$ cat src/rtl/atx_defs.svh
`ifndef ATX_DEFS_SVH
`define ATX_DEFS_SVH
`define ATX_TICK_LAST   4'hf
`define ATX_SLOTS_8     4'ha
`define ATX_SLOTS_9     4'hb
`define ATX_SLOTS_EXTRA 4'h1
`define ATX_PR_A        19'h00001
`define ATX_PR_B        19'h00003
`define ATX_PR_C        19'h00004
`define ATX_PR_D        19'h0000d
`define ATX_EMPTY_RST   1'b1
`define ATX_DONE_RST    1'b1
`define ATX_LINE_IDLE   1'b1
`define ATX_START_BIT   1'b0
`define ATX_STOP_BIT    1'b1
`endif

$ cat src/rtl/atx_pkg.sv
package atx_pkg;
  typedef struct packed {
    logic       wordLen9;
    logic       parityEnable;
    logic       parityOdd;
    logic       txNinthBit;
  } atx_frame_cfg_t;

  typedef struct packed {
    logic [1:0] coarsePrescaleFactor;
    logic [2:0] txRateDivider;
    logic [7:0] txExtendedPrescaler;
  } atx_baud_cfg_t;

  typedef enum logic [1:0] {
    ST_OFF,
    ST_READY,
    ST_SEND
  } atx_state_t;
endpackage : atx_pkg

$ cat src/rtl/atx_baud_gen.sv
`timescale 1ns/10ps
`include "atx_defs.svh"
module atx_baud_gen #(
  parameter int CNT_W = 19
) (
  input  wire logic                  clock,
  input  wire logic                  rst,
  input  wire atx_pkg::atx_baud_cfg_t baudCfg,
  output logic                       baudTick
);
  import atx_pkg::*;

  logic [CNT_W-1:0] cnt_q;
  logic [CNT_W-1:0] cnt_d;
  logic             tick_d;
  logic [CNT_W-1:0] divisor;

  function automatic logic [CNT_W-1:0] divisorOf(atx_baud_cfg_t c);
    logic [CNT_W-1:0] pr;
    logic [CNT_W-1:0] base;
    unique case (c.coarsePrescaleFactor)
      2'h0: pr = CNT_W'(`ATX_PR_A);
      2'h1: pr = CNT_W'(`ATX_PR_B);
      2'h2: pr = CNT_W'(`ATX_PR_C);
      2'h3: pr = CNT_W'(`ATX_PR_D);
    endcase
    base = pr << c.txRateDivider;
    if (c.txExtendedPrescaler != 8'h00) begin
      divisorOf = CNT_W'(base * CNT_W'(c.txExtendedPrescaler));
    end else begin
      divisorOf = base;
    end
  endfunction : divisorOf

  // settings are not resynchronised mid-count, software keeps them still
  always_comb begin
    divisor = divisorOf(baudCfg);
    tick_d  = (cnt_q >= divisor - CNT_W'(1));
    cnt_d   = tick_d ? '0 : cnt_q + CNT_W'(1);
  end

  always_ff @(posedge clock) begin
    if (rst) begin
      cnt_q    <= '0;
      baudTick <= 1'b0;
    end else begin
      cnt_q    <= cnt_d;
      baudTick <= tick_d;
    end
  end
endmodule : atx_baud_gen

$ cat src/rtl/atx_skid_buf.sv
`timescale 1ns/10ps
module atx_skid_buf #(
  parameter int WIDTH = 8,
  parameter int DEPTH = 2
) (
  input  wire logic             clock,
  input  wire logic             rst,
  input  wire logic             flush,
  input  wire logic             inValid,
  output logic                  inReady,
  input  wire logic [WIDTH-1:0] inData,
  output logic                  outValid,
  input  wire logic             outReady,
  output logic [WIDTH-1:0]      outData
);
  localparam int AW = (DEPTH > 1) ? $clog2(DEPTH) : 1;

  logic [WIDTH-1:0] mem_q [DEPTH];
  logic [AW-1:0]    rdPtr_q;
  logic [AW-1:0]    wrPtr_q;
  logic [AW:0]      count_q;
  logic [AW-1:0]    rdPtr_d;
  logic [AW-1:0]    wrPtr_d;
  logic [AW:0]      count_d;
  logic             push;
  logic             pop;

  function automatic logic [AW-1:0] bump(logic [AW-1:0] p);
    bump = (p == AW'(DEPTH - 1)) ? '0 : p + AW'(1);
  endfunction : bump

  always_comb begin
    push    = inValid & inReady;
    pop     = outValid & outReady;
    rdPtr_d = pop ? bump(rdPtr_q) : rdPtr_q;
    wrPtr_d = push ? bump(wrPtr_q) : wrPtr_q;
    count_d = count_q + (AW+1)'(push) - (AW+1)'(pop);
    if (flush) begin
      rdPtr_d = '0;
      wrPtr_d = '0;
      count_d = '0;
    end
  end

  always_ff @(posedge clock) begin
    if (rst) begin
      rdPtr_q  <= '0;
      wrPtr_q  <= '0;
      count_q  <= '0;
      inReady  <= 1'b1;
      outValid <= 1'b0;
    end else begin
      rdPtr_q  <= rdPtr_d;
      wrPtr_q  <= wrPtr_d;
      count_q  <= count_d;
      inReady  <= (count_d != (AW+1)'(DEPTH));
      outValid <= (count_d != '0);
    end
  end

  // storage carries no reset, only the pointers, count and handshake flags do
  always_ff @(posedge clock) begin
    if (push) begin
      mem_q[wrPtr_q] <= inData;
    end
  end

  assign outData = mem_q[rdPtr_q];
endmodule : atx_skid_buf

$ cat src/rtl/atx_transmitter.sv
`timescale 1ns/10ps
`include "atx_defs.svh"
module atx_transmitter #(
  parameter int DATA_W  = 8,
  parameter int BUF_DEP = 2,
  parameter int BAUD_W  = 19
) (
  input  wire logic                    clock,
  input  wire logic                    rst,
  input  wire logic                    txEnable,
  input  wire logic                    rxEnable,
  input  wire atx_pkg::atx_frame_cfg_t frameCfg,
  input  wire atx_pkg::atx_baud_cfg_t  baudCfg,
  input  wire logic                    sendBreak,
  input  wire logic                    txEmptyIrqEnable,
  input  wire logic                    txCompleteIrqEnable,
  input  wire logic                    cpuIrqMask,
  input  wire logic                    statusRead,
  input  wire logic                    wrValid,
  input  wire logic [DATA_W-1:0]       wrData,
  output logic                         wrReady,
  output logic                         txPinOut,
  output logic                         txPinOe,
  output logic                         txBufferEmptyFlag,
  output logic                         txCompleteFlag,
  output logic                         txIrq
);
  import atx_pkg::*;

  ////////////////////////////////////////////////////////////////////////////
  // declarations

  atx_state_t       state_q;
  atx_state_t       state_d;
  logic [10:0]      shift_q;
  logic [10:0]      shift_d;
  logic [3:0]       slots_q;
  logic [3:0]       slots_d;
  logic [3:0]       tickCnt_q;
  logic [3:0]       tickCnt_d;
  logic             pin_d;
  logic             oe_d;
  logic             teLast_q;
  logic             idlePend_q;
  logic             idlePend_d;
  logic             breakSent_q;
  logic             breakSent_d;
  logic             empty_d;
  logic             done_d;
  logic             armed_q;
  logic             armed_d;
  logic             irq_d;
  logic             teRise;
  logic             teFall;
  logic             wrTaken;
  logic             frameEnd;
  logic             baudTick;
  logic             bufValid;
  logic             bufPop;
  logic [DATA_W-1:0] bufData;

  ////////////////////////////////////////////////////////////////////////////
  // frame builders

  function automatic logic [3:0] slotsFor(logic wl9);
    slotsFor = wl9 ? `ATX_SLOTS_9 : `ATX_SLOTS_8;
  endfunction : slotsFor

  // slot 0 is the start bit, shifted out first
  function automatic logic [10:0] dataFrame(logic [DATA_W-1:0] d,
                                            atx_frame_cfg_t c);
    logic [8:0] word;
    logic       par;
    word = {c.txNinthBit, d};
    if (c.parityEnable) begin
      if (c.wordLen9) begin
        par     = (^d) ^ c.parityOdd;
        word[8] = par;
      end else begin
        par     = (^d[6:0]) ^ c.parityOdd;
        word[7] = par;
      end
    end
    if (c.wordLen9) begin
      dataFrame = {`ATX_STOP_BIT, word, `ATX_START_BIT};
    end else begin
      dataFrame = {`ATX_LINE_IDLE, `ATX_STOP_BIT, word[7:0],
                   `ATX_START_BIT};
    end
  endfunction : dataFrame

  ////////////////////////////////////////////////////////////////////////////
  // baud generator and write buffer

  atx_baud_gen #(
    .CNT_W    (BAUD_W)
  ) u_baud (
    .clock    (clock),
    .rst      (rst),
    .baudCfg  (baudCfg),
    .baudTick (baudTick)
  );

  // a falling txEnable throws away every word not yet in the shifter
  atx_skid_buf #(
    .WIDTH    (DATA_W),
    .DEPTH    (BUF_DEP)
  ) u_buf (
    .clock    (clock),
    .rst      (rst),
    .flush    (teFall),
    .inValid  (wrValid),
    .inReady  (wrReady),
    .inData   (wrData),
    .outValid (bufValid),
    .outReady (bufPop),
    .outData  (bufData)
  );

  ////////////////////////////////////////////////////////////////////////////
  // transmit sequencer

  always_comb begin
    state_d     = state_q;
    shift_d     = shift_q;
    slots_d     = slots_q;
    tickCnt_d   = tickCnt_q;
    idlePend_d  = idlePend_q;
    breakSent_d = breakSent_q;
    bufPop      = 1'b0;
    frameEnd    = 1'b0;
    teRise      = txEnable & ~teLast_q;
    teFall      = ~txEnable & teLast_q;
    unique case (state_q)
      ST_OFF: begin
        if (txEnable) begin
          shift_d    = '1;
          slots_d    = slotsFor(frameCfg.wordLen9);
          tickCnt_d  = '0;
          idlePend_d = 1'b0;
          state_d    = ST_SEND;
        end
      end
      ST_READY: begin
        tickCnt_d = '0;
        if (!txEnable) begin
          state_d = ST_OFF;
        end else if (sendBreak) begin
          shift_d     = '0;
          slots_d     = slotsFor(frameCfg.wordLen9);
          breakSent_d = 1'b1;
          state_d     = ST_SEND;
        end else if (breakSent_q) begin
          shift_d     = '1;
          slots_d     = `ATX_SLOTS_EXTRA;
          breakSent_d = 1'b0;
          state_d     = ST_SEND;
        end else if (bufValid) begin
          bufPop  = 1'b1;
          shift_d = dataFrame(bufData, frameCfg);
          slots_d = slotsFor(frameCfg.wordLen9);
          state_d = ST_SEND;
        end
      end
      ST_SEND: begin
        if (teRise) begin
          idlePend_d = 1'b1;
        end
        if (baudTick) begin
          if (tickCnt_q == `ATX_TICK_LAST) begin
            tickCnt_d = '0;
            if (slots_q == `ATX_SLOTS_EXTRA) begin
              frameEnd = 1'b1;
            end else begin
              shift_d = {`ATX_LINE_IDLE, shift_q[10:1]};
              slots_d = slots_q - 4'h1;
            end
          end else begin
            tickCnt_d = tickCnt_q + 4'h1;
          end
        end
        if (frameEnd) begin
          if (!txEnable) begin
            state_d = ST_OFF;
          end else if (idlePend_d) begin
            shift_d    = '1;
            slots_d    = slotsFor(frameCfg.wordLen9);
            idlePend_d = 1'b0;
          end else if (sendBreak) begin
            // chained, so the line does not pulse high between break frames unless a txEnable rise has set idlePend and queued an idle frame
            shift_d     = '0;
            slots_d     = slotsFor(frameCfg.wordLen9);
            breakSent_d = 1'b1;
          end else begin
            shift_d = '1;
            state_d = ST_READY;
          end
        end
      end
    endcase
  end

  ////////////////////////////////////////////////////////////////////////////
  // pin drive

  always_comb begin
    oe_d  = txEnable | rxEnable;
    pin_d = `ATX_LINE_IDLE;
    // only the shifter's own slot reaches the line, else it rests high
    if (state_d == ST_SEND) begin
      pin_d = shift_d[0];
    end
  end

  ////////////////////////////////////////////////////////////////////////////
  // flags and interrupt

  always_comb begin
    wrTaken = wrValid & wrReady;
    armed_d = armed_q;
    empty_d = txBufferEmptyFlag;
    done_d  = txCompleteFlag;
    if (wrTaken && armed_q) begin
      empty_d = 1'b0;
      done_d  = 1'b0;
      armed_d = 1'b0;
    end
    if (statusRead) begin
      armed_d = 1'b1;
    end
    // hardware sets are written last so they win over a clear
    if (bufPop || teFall) begin
      empty_d = 1'b1;
    end
    if (frameEnd) begin
      done_d = 1'b1;
    end
    irq_d = ~cpuIrqMask &
            ((empty_d & txEmptyIrqEnable) |
             (done_d & txCompleteIrqEnable));
  end

  ////////////////////////////////////////////////////////////////////////////
  // registers

  // sequencer state
  always_ff @(posedge clock) begin
    if (rst) begin
      state_q     <= ST_OFF;
      shift_q     <= '1;
      slots_q     <= '0;
      tickCnt_q   <= '0;
      teLast_q    <= 1'b0;
      idlePend_q  <= 1'b0;
      breakSent_q <= 1'b0;
    end else begin
      state_q     <= state_d;
      shift_q     <= shift_d;
      slots_q     <= slots_d;
      tickCnt_q   <= tickCnt_d;
      teLast_q    <= txEnable;
      idlePend_q  <= idlePend_d;
      breakSent_q <= breakSent_d;
    end
  end

  // pin drive, registered so the line never glitches
  always_ff @(posedge clock) begin
    if (rst) begin
      txPinOut <= `ATX_LINE_IDLE;
      txPinOe  <= 1'b0;
    end else begin
      txPinOut <= pin_d;
      txPinOe  <= oe_d;
    end
  end

  // flags, clear arming and interrupt
  always_ff @(posedge clock) begin
    if (rst) begin
      armed_q           <= 1'b0;
      txBufferEmptyFlag <= `ATX_EMPTY_RST;
      txCompleteFlag    <= `ATX_DONE_RST;
      txIrq             <= 1'b0;
    end else begin
      armed_q           <= armed_d;
      txBufferEmptyFlag <= empty_d;
      txCompleteFlag    <= done_d;
      txIrq             <= irq_d;
    end
  end
endmodule : atx_transmitter
$ cat config.mk
export PLATFORM = sky130hd
export DESIGN_NAME = atx_transmitter
export DESIGN_NICKNAME = d
export VERILOG_FILES = /design/src/rtl/atx_pkg.sv /design/src/rtl/atx_baud_gen.sv /design/src/rtl/atx_skid_buf.sv /design/src/rtl/atx_transmitter.sv
export VERILOG_INCLUDE_DIRS = /design/src /design/src/rtl
export SDC_FILE = /design/constraint.sdc
export NUM_CORES = 1
export LEC_CHECK = 0
export ABC_AREA = 1
export BUFFER_PORTS_ARGS = -buffer_cell sky130_fd_sc_hd__buf_2
export CORE_MARGIN = 5
export CORE_UTILIZATION = 60
export CTS_CLUSTER_SIZE = 8
export DETAILED_ROUTE_END_ITERATION = 7
export PLACE_DENSITY = 0.74
export SYNTH_ARGS = -nofsm -noshare
export SYNTH_HDL_FRONTEND = slang
export SYNTH_SLANG_ARGS = --single-unit
$ cat constraint.sdc
create_clock -name clock -period 10 [get_ports clock]
set_input_delay 2 -clock clock [delete_from_list [all_inputs] [get_ports clock]]
set_output_delay 2 -clock clock [all_outputs]
set_load 0.02 [all_outputs]
==> insert_results.sql <==
INSERT INTO impl_metrics (metric_group, metric, value, unit) VALUES
('run_status', 'status', 'finished, final reports clean', ''),
('routing', 'detailroute.via_count', '7386', ''),
('die', 'fp-row-count', '41', ''),
('routing', 'm1WireLength', '9500', 'µm'),
('global_routing', 'first_global_vias', '6946', ''),
('logic_synthesis', 'synth.distinct_cells', '45', ''),
('routing', 'met2WireLength', '8520', 'µm'),
('setup_path', 'most_common_cell_on_crit_path', 'nand2_1', ''),
('placement', 'gp_congestion', '0.970', ''),
('die', 'design.core.area', '0.0127', 'mm²'),
('die', 'chipHeight', '125', 'µm'),
('sta', 'rsz0062_at_grt', 'no', ''),
('logic_synthesis', 'ys_seq_area_share', '20.6', '%'),
('layout', 'finish.net_count', '1351', ''),
('logic_synthesis', 'synth_flop_cell', 'dfxtp_1', ''),
('clocking', 'tritoncts_buffers', '9', ''),
('clocking', 'cts_setup_buffers', '0', ''),
('layout', 'post-route-cell-area', '0.00856', 'mm²'),
('global_routing', 'grt-ovfl-total', '0', ''),
('die', 'floorplan.initialDensity', '61.9', '%'),
('die', 'io_pins', '41', ''),
('sta', 'tns', '0', 'ps'),
('logic_synthesis', 'post_synth_top_area_cell', 'dfxtp_1', ''),
('clocking', 'cts_sinks', '73', ''),
('die', 'die-area', '0.0155', 'mm²'),
('sta', 'hold_viol_final', '0', ''),
('clocking', 'clk_root_buffer_cell', 'clkbuf_16', ''),
('placement', 'placed_cells_incl_taps', '1355', ''),
('logic_synthesis', 'syn_area_per_cell', '6.80', 'µm²'),
('sta', 'fmax', '0.115', 'GHz'),
('clocking', 'cts_tree', 'done', ''),
('routing', 'detail-route-antenna-nets', '0', ''),
('clocking', 'htreeDepth', '3', ''),
('global_routing', 'first_pass_grt_wire_length', '33200', 'µm'),
('logic_synthesis', 'yosys_warnings', '0', ''),
('routing', 'route.detailed.wl_per_inst', '14.3', 'µm'),
('setup_path', 'crit_path_top_delay_cell', 'fa_1', ''),
('layout', 'drive_gt1_share', '7.67', '%'),
('worst_hold_path', 'min_path_type', 'reg -> reg', ''),
('setup_path', 'critPathArrivalTime', '8880', 'ps'),
('run', 'drv.max_cap_violation_count', '0', ''),
('layout', 'layout.cells.non_filler', '1371', ''),
('power', 'irDropWorstVdd', '0.0953', 'mV'),
('logic_synthesis', 'synth_edf_count', '16', ''),
('clocking', 'worst_skew_pair.late_latency', '340', 'ps'),
('logic_synthesis', 'ys_async_sr_fraction', '0', '%'),
('clocking', 'cts.repair.resized', '0', ''),
('routing', 'route.met3.wl', '1350', 'µm'),
('sta', 'timing.slew.headroom', '53.4', '%'),
('logic_synthesis', 'synthDominantCellAreaShare', '14.5', '%'),
('sta', 'final_min_period_over_clock_period', '86.7', '%'),
('sta', 'post-route-min-period', '8670', 'ps'),
('sta', 'slew_violations', '0', ''),
('setup_path', 'critPathCaptureType', 'register', ''),
('layout', 'syn_to_final_growth', '8.71', '%'),
('power', 'total_leakage_power', '4.51', 'nW'),
('setup_path', 'critical-path-max-stage-delay', '540', 'ps'),
('sta', 'max_slew.worst_pin.slew', '697', 'ps'),
('setup_path', 'critical_path_buf_inv_count', '8', ''),
('setup_path', 'worstPathRequired', '10200', 'ps'),
('routing', 'finalWirelength', '19600', 'µm'),
('setup_path', 'family_with_the_most_delay_on_the_worst_path', 'simple AND/OR/NAND/NOR gates', ''),
('setup_path', 'crit_path_start_kind', 'input pin', ''),
('routing', 'route.top_layer_used', 'met5', ''),
('routing', 'drt-vias-per-instance', '5.39', ''),
('placement', 'post-dp-hpwl', '15800', 'µm'),
('clocking', 'cts_hold_repair.buffers', '0', ''),
('global_routing', 'pin_count_of_the_biggest_net_entering_global_routing', '20', ''),
('placement', 'dpl_worst_slack', '1080', 'ps'),
('placement', 'portBuffers', '40', ''),
('routing', 'initial_drt_pass_iterations', '5', '');
layer usage:
| metal | vias up | GRT usage, % |
|---|---|---|
| li1 | 3699 | - |
| met1 | 3409 | 37.8 |
| met2 | 248 | 39.2 |
| met3 | 28 | 4.07 |
| met4 | 2 | 6.45 |
| met5 | - | 0 |
registers in the layout, summed over array words and instances, names as in the netlist, 2 cells and up, named ones only:
name           count
u_baud.cnt_q      19
u_buf.mem_q       16
shift_q           11
slots_q            4
tickCnt_q          4
state_q            2
u_buf.count_q      2
through the flow:
stage | power, mW | util [%]
final | 1.24 | 67.3
after global routing | 1.34 | 67.3
after CTS | 1.23 | 67.3
after detailed placement | 0.865 | 64.6
after global placement | 0.860 | 64.6
after floorplan | 0.740 | -
final cells by class:
type | instances | area [µm²]
clock buffer | 10 | 229
clock inverter | 6 | 115
fill | 1186 | 4160
inverter | 213 | 802
multi-input combinational | 856 | 5370
sequential | 73 | 1620
tap | 172 | 215
timing repair buffer | 41 | 208
cells by family (layout without fill, tap and decap cells):
group,after synthesis,after routing,synth area share (%)
AND/OR/NAND/NOR,586,586,31.5
AO/OA/AOI/OAI,108,108,7.63
buffers and inverters,229,270,11.2
XOR/XNOR,36,36,4.00
flip-flops,73,73,20.6
adder cells (fa/ha/maj),122,122,24.5
multiplexers,4,4,0.508
synth_stat cells, types with 2 or more instances:
cell type  count
o21ai_2        2
nand4_2        2
xnor2_1       16
a221oi_1       3
o21ai_0       34
inv_2          8
nand2_1      289
o31ai_1        2
nand3_1       64
a21oi_1       48
clkbuf_1       7
edfxtp_1      16
clkinv_1       2
xor2_1        20
fa_1          54
nor2_4         2
nor4_1         3
and2_1         4
nor3_1        12
o211ai_1       4
inv_1        202
nor3_2         2
or2_1          2
mux2i_1        4
nand4_1       21
o21ai_1        4
nor2_2        11
nand2_4        2
nand3b_1       3
ha_1          68
dfxtp_1       57
nor2_1       163
buf_4          2
a31oi_1        3
a211oi_1       4
buf_2          5
nand2_2        5
worst paths after layout:
kind | slack, ps | depth (start not counted) | to | start
max reg2reg | 7320 | 16 | u_buf.inReady | state_q[1]
min reg2reg | 470 | 1 | u_baud.cnt_q[0] | u_baud.cnt_q[0]
min | 470 | 1 | u_baud.cnt_q[0] | u_baud.cnt_q[0]
max | 1330 | 39 | u_baud.cnt_q[16] | baudCfg[11]
cell usage in the layout, fill, tap and decap left out, types with 21 or more instances in the layout:
cell       n
a21oi_1   48
buf_2     40
dfxtp_1   57
fa_1      54
ha_1      68
inv_1    202
nand2_1  289
nand3_1   64
nand4_1   21
nor2_1   163
o21ai_0   34
power by group:
group / internal, mW / switching [mW]
logic: 0.187 / 0.359
clock network: 0.245 / 0.125
registers: 0.317 / 0.00766
No activity file was read; power rests on OpenSTA's default activity.
